[src/rtl/trig_ctrl_map.vh]
// Register map, field codes and timing constants of the trigger controller
`ifndef TRIG_CTRL_MAP_VH
`define TRIG_CTRL_MAP_VH

// ============================================================
// Register byte addresses
`define REG_CMD          12'h000
`define REG_CFG_A        12'h004
`define REG_CFG_B        12'h008
`define REG_STATUS       12'h00c
`define REG_ERROR        12'h010
`define REG_MEAS_CNT     12'h014

// ============================================================
// Command register fields
`define CMD_OP_LSB       0
`define CMD_OP_MSB       3
`define CMD_SUFFIX_LSB   4
`define CMD_SUFFIX_MSB   5

`define OP_NONE          4'h0
`define OP_ABORT         4'h1
`define OP_SINGLE_ARM    4'h2
`define OP_TRIG_NOW      4'h3
`define OP_COMMON_TRIG   4'h4
`define OP_GROUP_TRIG    4'h5
`define OP_COMMON_RESET  4'h6
`define OP_PRESET        4'h7
`define OP_LOCAL_MODE    4'h8
`define OP_CONFIGURE     4'h9

// ============================================================
// Channel config fields: continuous, auto delay, source
`define CFG_CONT_BIT     0
`define CFG_DELAY_BIT    1
`define CFG_SRC_LSB      2
`define CFG_SRC_MSB      3

`define SRC_IMM          2'h0
`define SRC_BUS          2'h1
`define SRC_HOLD         2'h2

// Power-up and preset values
`define CFG_RESET_CONT   1'h1
`define CFG_RESET_DELAY  1'h1

// ============================================================
// Error codes, two's complement in 16 bits
`define ERR_NONE         16'h0000
`define ERR_TRIG_IGNORED 16'hff2d
`define ERR_INIT_IGNORED 16'hff2b
`define ERR_SUFFIX_RANGE 16'hff72

// ============================================================
// Timing
`define CLK_PERIOD_NS    50
`define SETTLE_NS        1000
`define MEASURE_NS       200
`define CYC_FROM_NS(t)   (((t) + `CLK_PERIOD_NS - 1) / `CLK_PERIOD_NS)

`endif

[src/rtl/trig_ctrl.v]
// Two-channel trigger state machine with an APB register slave
//
// Overview of operation
// - Abort sends channel in any state to idle if continuous off
// - Abort with continuous on re-arms at once
// - Pending flag set outside idle, clear inside
// - Arming never blocks further command execution
// - Continuous off: one cycle, then back idle
// - Continuous on: cycles repeat, never idle
// - Continuous cleared by reset, set by preset
// - Continuous reads back 1 or 0
// - Single arm waits; trigger measures and stores
// - Bad single arm ignored, error -213
// - Auto delay settles before measuring; resets on
// - Trigger-now triggers a waiting channel
// - Trigger-now when not waiting: error -211
// - Bus source takes group, common, now triggers
// - Hold source takes only trigger-now
// - Immediate source: trigger always true
// - Source immediate on reset, power-up, local
// - Configure forces immediate source
// - Source change alone never arms; preset and local arm
// - Source reads back as one of three codes
// - Suffix 0 or 1 is A, 2 is B, 3 is error
// - Reset leaves idle; preset leaves waiting
`timescale 1ns/1ps
`include "trig_ctrl_map.vh"

module trig_ctrl #(
    parameter TWO_CHANNEL  = 1,
    parameter SETTLE_CYC   = `CYC_FROM_NS(`SETTLE_NS),
    parameter MEASURE_CYC  = `CYC_FROM_NS(`MEASURE_NS),
    parameter CNT_W        = 16
) (
    // Clock, reset, enable
    input  wire        clk_in,
    input  wire        rst_b_in,
    input  wire        clk_en_in,
    // APB slave
    input  wire        psel_in,
    input  wire        penable_in,
    input  wire        pwrite_in,
    input  wire [11:0] paddr_in,
    input  wire [31:0] pwdata_in,
    output reg  [31:0] prdata_out,
    output reg         pready_out,
    output reg         pslverr_out,
    // Group execute trigger pin, asynchronous
    input  wire        group_trig_in,
    // Measurement strobes and status
    output reg  [1:0]  store_out,
    output reg  [1:0]  pending_out
);

    // ============================================================
    // States
    localparam [1:0] ST_IDLE   = 2'h0;
    localparam [1:0] ST_WAIT   = 2'h1;
    localparam [1:0] ST_SETTLE = 2'h2;
    localparam [1:0] ST_MEAS   = 2'h3;

    // ============================================================
    // Counter load values, cut to the counter width on purpose.
    // A count wider than CNT_W would wrap; keep the parameters small.
    localparam [31:0]      SETTLE_W   = SETTLE_CYC;
    localparam [31:0]      MEASURE_W  = MEASURE_CYC;
    localparam [CNT_W-1:0] SETTLE_LD  = SETTLE_W[CNT_W-1:0];
    localparam [CNT_W-1:0] MEASURE_LD = MEASURE_W[CNT_W-1:0];

    // ============================================================
    // Functions
    function trig_ok;
        input [1:0] src;
        input       now;
        input       bus_evt;
        begin
            case (src)
                `SRC_IMM:  trig_ok = 1'b1;
                `SRC_BUS:  trig_ok = now | bus_evt;
                `SRC_HOLD: trig_ok = now;
                default:   trig_ok = now;
            endcase
        end
    endfunction

    function [31:0] cfg_word;
        input       cont;
        input       dly;
        input [1:0] src;
        begin
            cfg_word = 32'h0000_0000;
            cfg_word[`CFG_CONT_BIT] = cont;
            cfg_word[`CFG_DELAY_BIT] = dly;
            cfg_word[`CFG_SRC_MSB:`CFG_SRC_LSB] = src;
        end
    endfunction

    // ============================================================
    // Group trigger synchroniser and edge detect
    reg         gt_meta_r;
    reg         gt_sync_r;
    reg         gt_prev_r;
    wire        gt_edge;

    always @(posedge clk_in or negedge rst_b_in) begin
        if (!rst_b_in) begin
            gt_meta_r <= 1'b0;
            gt_sync_r <= 1'b0;
            gt_prev_r <= 1'b0;
        end else if (clk_en_in) begin
            gt_meta_r <= group_trig_in;
            gt_sync_r <= gt_meta_r;
            gt_prev_r <= gt_sync_r;
        end
    end

    assign gt_edge = gt_sync_r & ~gt_prev_r;

    // ============================================================
    // APB decode; every access answers in its second access cycle
    wire        acc    = psel_in & penable_in & ~pready_out;
    wire        wr     = acc & pwrite_in;
    wire        rd     = acc & ~pwrite_in;
    wire        cmd_wr = wr & (paddr_in == `REG_CMD);
    wire [3:0]  op     = pwdata_in[`CMD_OP_MSB:`CMD_OP_LSB];
    wire [1:0]  sfx    = pwdata_in[`CMD_SUFFIX_MSB:`CMD_SUFFIX_LSB];
    wire        sfx_bad;
    wire [1:0]  sel;
    wire        mapped;

    // Suffix 0 defaults to channel A
    assign sfx_bad = (sfx == 2'h3) ||
                     ((sfx == 2'h2) && (TWO_CHANNEL == 0));
    assign sel = sfx_bad ? 2'b00 :
                 (sfx == 2'h2) ? 2'b10 : 2'b01;
    assign mapped = (paddr_in == `REG_CMD)    ||
                    (paddr_in == `REG_CFG_A)  ||
                    ((paddr_in == `REG_CFG_B) && (TWO_CHANNEL != 0)) ||
                    (paddr_in == `REG_STATUS) ||
                    (paddr_in == `REG_ERROR)  ||
                    (paddr_in == `REG_MEAS_CNT);

    wire glob_reset  = cmd_wr & (op == `OP_COMMON_RESET);
    wire glob_preset = cmd_wr & ((op == `OP_PRESET) |
                                 (op == `OP_LOCAL_MODE));
    wire common_trig = cmd_wr & (op == `OP_COMMON_TRIG);
    wire bus_trig    = common_trig | gt_edge |
                       (cmd_wr & (op == `OP_GROUP_TRIG));

    // ============================================================
    // Per-channel state
    reg  [1:0]       st_r     [0:1];
    reg              cont_r   [0:1];
    reg              dly_r    [0:1];
    reg  [1:0]       src_r    [0:1];
    reg  [CNT_W-1:0] cnt_r    [0:1];
    reg  [15:0]      meas_r   [0:1];
    reg  [15:0]      err_r;
    reg              err_set;
    reg  [15:0]      err_nxt;

    // Error detection; last error reported wins
    integer k;
    always @* begin
        err_set = 1'b0;
        err_nxt = `ERR_NONE;
        if (cmd_wr && (op != `OP_NONE) && (op != `OP_COMMON_TRIG) &&
            (op != `OP_GROUP_TRIG) && (op != `OP_COMMON_RESET) &&
            (op != `OP_PRESET) && (op != `OP_LOCAL_MODE)) begin
            if (sfx_bad) begin
                err_set = 1'b1;
                err_nxt = `ERR_SUFFIX_RANGE;
            end else begin
                for (k = 0; k < 2; k = k + 1) begin
                    if (sel[k] && (op == `OP_SINGLE_ARM) &&
                        ((st_r[k] != ST_IDLE) || cont_r[k])) begin
                        err_set = 1'b1;
                        err_nxt = `ERR_INIT_IGNORED;
                    end
                    if (sel[k] && (op == `OP_TRIG_NOW) &&
                        (st_r[k] != ST_WAIT)) begin
                        err_set = 1'b1;
                        err_nxt = `ERR_TRIG_IGNORED;
                    end
                end
            end
        end
    end

    genvar g;
    generate
        for (g = 0; g < 2; g = g + 1) begin : chan
            wire here   = cmd_wr & sel[g];
            wire abort  = here & (op == `OP_ABORT);
            wire arm    = here & (op == `OP_SINGLE_ARM);
            wire now    = here & (op == `OP_TRIG_NOW);
            wire cfgop  = here & (op == `OP_CONFIGURE);
            wire cfg_wr = wr & (paddr_in == (g == 0 ? `REG_CFG_A
                                                    : `REG_CFG_B));
            wire live   = (g == 0) || (TWO_CHANNEL != 0);
            wire fire   = trig_ok(src_r[g], now, bus_trig);

            always @(posedge clk_in or negedge rst_b_in) begin
                if (!rst_b_in) begin
                    // Power-up: continuous on, waiting
                    st_r[g]   <= ST_WAIT;
                    cont_r[g] <= `CFG_RESET_CONT;
                    dly_r[g]  <= `CFG_RESET_DELAY;
                    src_r[g]  <= `SRC_IMM;
                    cnt_r[g]  <= {CNT_W{1'b0}};
                    meas_r[g] <= 16'h0000;
                end else if (clk_en_in && !live) begin
                    st_r[g]   <= ST_IDLE;
                    cont_r[g] <= 1'b0;
                end else if (clk_en_in) begin
                    if (glob_reset) begin
                        cont_r[g] <= 1'b0;
                        dly_r[g]  <= `CFG_RESET_DELAY;
                        src_r[g]  <= `SRC_IMM;
                        st_r[g]   <= ST_IDLE;
                    end else if (glob_preset) begin
                        cont_r[g] <= 1'b1;
                        dly_r[g]  <= `CFG_RESET_DELAY;
                        src_r[g]  <= `SRC_IMM;
                        st_r[g]   <= ST_WAIT;
                    end else if (cfg_wr) begin
                        // Only records settings; a newly set continuous
                        // flag leaves idle as the continuous mode says
                        cont_r[g] <= pwdata_in[`CFG_CONT_BIT];
                        dly_r[g]  <= pwdata_in[`CFG_DELAY_BIT];
                        src_r[g]  <= (pwdata_in[`CFG_SRC_MSB:`CFG_SRC_LSB]
                                      == 2'h3) ? src_r[g]
                                   : pwdata_in[`CFG_SRC_MSB:`CFG_SRC_LSB];
                        if (st_r[g] == ST_IDLE &&
                            pwdata_in[`CFG_CONT_BIT])
                            st_r[g] <= ST_WAIT;
                    end else if (abort) begin
                        // Settings untouched, only the state moves
                        st_r[g] <= cont_r[g] ? ST_WAIT
                                             : ST_IDLE;
                    end else begin
                        if (cfgop)
                            src_r[g] <= `SRC_IMM;
                        case (st_r[g])
                            ST_IDLE: begin
                                if (arm && !cont_r[g])
                                    st_r[g] <= ST_WAIT;
                            end
                            ST_WAIT: begin
                                if (fire && dly_r[g]) begin
                                    st_r[g]  <= ST_SETTLE;
                                    cnt_r[g] <= SETTLE_LD;
                                end else if (fire) begin
                                    st_r[g]  <= ST_MEAS;
                                    cnt_r[g] <= MEASURE_LD;
                                end
                            end
                            ST_SETTLE: begin
                                if (cnt_r[g] <= 1) begin
                                    st_r[g]  <= ST_MEAS;
                                    cnt_r[g] <= MEASURE_LD;
                                end else begin
                                    cnt_r[g] <= cnt_r[g] - 1'b1;
                                end
                            end
                            ST_MEAS: begin
                                if (cnt_r[g] <= 1) begin
                                    meas_r[g] <= meas_r[g] + 1'b1;
                                    st_r[g]   <= cont_r[g] ? ST_WAIT
                                               : ST_IDLE;
                                end else begin
                                    cnt_r[g] <= cnt_r[g] - 1'b1;
                                end
                            end
                            default: st_r[g] <= ST_IDLE;
                        endcase
                    end
                end
            end

            // Store strobe and pending flag, registered outputs
            always @(posedge clk_in or negedge rst_b_in) begin
                if (!rst_b_in) begin
                    store_out[g]   <= 1'b0;
                    pending_out[g] <= 1'b0;
                end else if (clk_en_in) begin
                    store_out[g] <= (st_r[g] == ST_MEAS) &&
                                    (cnt_r[g] <= 1) && !glob_reset &&
                                    !glob_preset && !cfg_wr && !abort;
                    pending_out[g] <= (st_r[g] != ST_IDLE);
                end
            end
        end
    endgenerate

    // ============================================================
    // Error register; a new error wins over the read-to-clear
    always @(posedge clk_in or negedge rst_b_in) begin
        if (!rst_b_in) begin
            err_r <= `ERR_NONE;
        end else if (clk_en_in) begin
            if (err_set)
                err_r <= err_nxt;
            else if (rd && paddr_in == `REG_ERROR)
                err_r <= `ERR_NONE;
        end
    end

    // ============================================================
    // APB answer, one wait cycle per access; commands never stall
    always @(posedge clk_in or negedge rst_b_in) begin
        if (!rst_b_in) begin
            prdata_out  <= 32'h0000_0000;
            pready_out  <= 1'b0;
            pslverr_out <= 1'b0;
        end else if (clk_en_in) begin
            pready_out  <= acc;
            pslverr_out <= acc & ~mapped;
            prdata_out  <= 32'h0000_0000;
            if (rd) begin
                case (paddr_in)
                    `REG_CFG_A:
                        prdata_out <= cfg_word(cont_r[0], dly_r[0],
                                               src_r[0]);
                    `REG_CFG_B:
                        prdata_out <= cfg_word(cont_r[1], dly_r[1],
                                               src_r[1]);
                    `REG_STATUS:
                        prdata_out <= {24'h000000, st_r[1], st_r[0],
                                       2'h0, pending_out};
                    `REG_ERROR:
                        prdata_out <= {16'h0000, err_r};
                    `REG_MEAS_CNT:
                        prdata_out <= {meas_r[1], meas_r[0]};
                    default:
                        prdata_out <= 32'h0000_0000;
                endcase
            end
        end
    end

endmodule

[config.mk]
export PLATFORM = sky130hd
export DESIGN_NAME = trig_ctrl
export DESIGN_NICKNAME = d
export VERILOG_FILES = /design/src/rtl/trig_ctrl.v
export VERILOG_INCLUDE_DIRS = /design/src /design/src/rtl
export SDC_FILE = /design/constraint.sdc
export NUM_CORES = 1
export LEC_CHECK = 0
export BUFFER_PORTS_ARGS = -buffer_cell sky130_fd_sc_hd__buf_2
export CAP_MARGIN = 10
export CORE_MARGIN = 2
export CORE_UTILIZATION = 35
export DETAILED_ROUTE_END_ITERATION = 10
export GPL_ROUTABILITY_DRIVEN = 0
export GPL_TIMING_DRIVEN = 0
export SLEW_MARGIN = 20
export SYNTH_ARGS = -nofsm -noshare
export SYNTH_HDL_FRONTEND = slang
export SYNTH_SLANG_ARGS = --single-unit
[constraint.sdc]
create_clock -name clk_in -period 3 [get_ports clk_in]
set_input_delay 0.6 -clock clk_in [delete_from_list [all_inputs] [get_ports clk_in]]
set_output_delay 0.6 -clock clk_in [all_outputs]
set_load 0.005 [all_outputs]
==> impl_results.md <==
- Post-CTS sizing: 0
- Final WL: 18860 um
- Grt ovf: 0
- Worst hold margin: approximately 0.19 ns
- Starting Density: 35.78%
- Share of the synthesized area in the top cell type: about 42%
- Switching power: 2380 uW
- Reg2reg end: meas_r[4]$_DFFE_PN0P_
- Unique masters post-synth: 88
- Worst-path clk slew: 0.06 ns
- Full die area: about 21000 sq um
- Final hold violation count: 0
- 1st-iter DRT viols: roughly 510
- Mapped Area: about 7000 sq um
- Hpwl dp: roughly 14000 um
- Share of cells above drive strength 1: 17.63%
- Seq cells post-synth: 122
- Worst Path Buf+Inv: 3
- Diodes inserted: 0
- Via/cell ratio: 5.578
- Cell taking the most area after synthesis: dfrtp_1
- Final setup fails: 0
- Register area share after synthesis: between 40% and 50%
- Via count: 6035
- Total clock sinks: 122
- Wire length per cell: between 15 and 20 um
- Ys Warns: 0
- Sequential power share: 33.7%
- Clk root buf: clkbuf_16
- Post-route ant nets: 0
- Die Height: roughly 150 um
- CP Capture Type: register
- Remaining DRCs: 0
- Status: completed
- Pwr Total: about 6400 uW
- Maximum vdd ir drop: 0.5178 mV
- FP Rows: 51
- Count leader, synth: dfrtp_1
- Fillers: 1946
- Commonest cells post-synth: dfrtp_1 (116), nand2_1 (62), nor2_1 (45)
- Hold buffers post-CTS: 0
- Setup Buffers After CTS: 0
- Leakage Power: roughly 0.0037 uW
- Pwr per Cell Area: 775.8 nW/um^2
- Max Buffers Root-to-Sink: 2
- Vias in the first global route: 5822
- Initial antenna violation count: 0
- Reg2reg start: cnt_r[10]$_DFFE_PN0P_
- Crit-path cells: or4_1 -> nand2b_1 -> clkbuf_1 -> nor3_2 -> o311a_1 -> buf_4 -> buf_4 -> nand4_1 -> xnor2_1
- Critical path's top delay family: simple AND/OR/NAND/NOR gates
- Async SR Flop Fraction: 100.0%
- Worst skew pair latency: a little over 0.4 ns
- Largest net degree at the start of global routing: 71
- Combinational Power Share: between 30% and 40%
- Max Slew Vio Count: 0
- Io pins: 89
- Synth Instances: 725
- I/O Buffers: 59
- Clock power frac: 32.8%
- Crit path time final: 2.785 ns
- RSZ-0062 raised after global routing: no
- CP endpoint: meas_r[4]$_DFFE_PN0P_
- Total track usage: 18.04%
- CP Data Arrival Time: 3.08 ns
- Sw Ratio: 37.09%
- Synth Flop Type: dfrtp_1
- Core area: roughly 20000 sq um
- H-tree lvl count: 4
- Mean Syn Cell Area: 9.637 sq um
- Actual slew at the worst max-slew pin: 0.8390 ns
- Max Freq: 359.0 MHz
- Critical Path RT: ~3.3 ns
- Crit path from: cnt_r[10]$_DFFE_PN0P_
- Layout Nets: between 800 and 900
- Crit path launch type: register
- Layout area overhead: 18.37%
- CP peak stage delay: 0.63 ns
- Max cap viols: 0
- Total CTS buffers: 17
- DRT Pass-1 Iters: 5
- R2r setup slk: 0.21 ns
- Tcrit/Tclk final: approximately 93%
- TritonCTS clock tree: yes
- Net Count, Synth: 792
- CP Depth: 9
- Die width: about 150 um
- Internal power: 4037 uW
- Most frequent CP cell: buf_4
- Worst Path Max Fanout: 10
- Skew final: ~0.012 ns
- Setup Total Neg Slack: 0 ns
- Worst path slowest cell: or4_1
- Worst Setup Path Type: register to register
- Number of enable flip-flop cells after synthesis: 0
- Top cells by area, synth: dfrtp_1 (42%), nand2_1 (3.3%), ha_1 (2.9%), a22o_1 (2.8%), o31ai_1 (2.7%)
- Rel. slew slack: a little over two fifths
- HP Class: input port to asynchronous set/reset pin
- Reg2reg path depth: 9
- First-pass GRT wire length: 30870 um
## routing by layer
metal	global-route usage (%)	routed length [um]
met1	25.20	8996
met2	27.96	8548
met3	3.396	839
met4	6.471	476
met5	0	0
## stage by stage
stage / cells / setup WS (ns) / utilization (%) / area, sq um
detailed placement: 1050 / -0.1494 / 39.16 / 7647
finish: 1082 / 0.2147 / 42.36 / 8270
global placement: 1049 / -0.3157 / 38.99 / 7614
CTS: 1082 / 0.009452 / 42.29 / 8258
global route: 1082 / 0.04084 / 42.36 / 8270
floorplan: 725 / 0.3871 / - / 6987
## power groups by stage
stage,combinational [uW],clock (uW),sequential (uW)
after CTS,2120,2150,2150
after global routing,2380,2230,2210
after global placement,2080,0,2170
after floorplan,1590,0,2100
final,2150,2110,2160
after detailed placement,2110,0,2170
## cells by family after synthesis
family	Yosys count	share of synthesized area, %
AOI/OAI and AO/OA	194	20.42
xor gates and xnor gates	30	3.761
adders and majority gates	16	2.865
buffers and inverters	65	3.886
DFF	122	43.80
muxes	19	2.973
and+or+nand+nor	279	22.30
## cells in the final DEF (no fill, tap or decap), drive strengths merged, types with 9 or more instances in the layout
cell    netlist  routed
a21oi        31      31
a22o         22      22
and3          9       9
buf          11      71
clkbuf       27      46
dfrtp       116     116
ha           16      16
inv          26      28
mux2         14      14
nand2        62      62
nand2b       16      16
nand3        32      32
nand4        15      15
nor2         45      45
nor2b        11      11
nor3         23      23
nor4         17      17
o21ai        32      32
o31ai        25      25
or3           9       9
xnor2        19      19
xor2         11      11
## final cells by class
cell class	count	area (sq um)	share of cell area, %
Multi-Input combinational cell	538	3667	44.34
Sequential cell	122	3060	37.00
Clock buffer	19	442.9	5.356
Tap cell	265	331.6	4.009
Timing Repair Buffer	60	329.1	3.979
Buffer	38	170.2	2.057
Clock inverter	13	167.7	2.027
Inverter	27	101.3	1.225
## flip-flops by register name, summed over array words and instances, names as in the netlist
register     count
store_out        2
pready_out       1
cont_r           2
pslverr_out      1
meas_r          32
err_r            5
cnt_r           32
st_r             4
pending_out      2
prdata_out      32
gt_prev_r        1
gt_sync_r        1
dly_r            2
src_r            4
gt_meta_r        1
## worst min path at each step
| stage | from | to | slack [ns] | depth (start not counted) |
|---|---|---|---|---|
| 2_1_floorplan | rst_b_in | cnt_r[0]$_DFFE_PN0P_ | 0.30 | 0 |
| 3_3_place_gp | err_r[14]$_DFFE_PN0P_ | err_r[14]$_DFFE_PN0P_ | 0.46 | 1 |
| 3_5_place_dp | meas_r[15]$_DFFE_PN0P_ | meas_r[15]$_DFFE_PN0P_ | 0.47 | 1 |
| 4_1_cts | rst_b_in | cnt_r[13]$_DFFE_PN0P_ | 0.22 | 1 |
| 5_1_grt | rst_b_in | cnt_r[13]$_DFFE_PN0P_ | 0.24 | 1 |
| 6_report | rst_b_in | cnt_r[13]$_DFFE_PN0P_ | 0.19 | 1 |
Note: power is estimated with default switching activity, not from simulation.
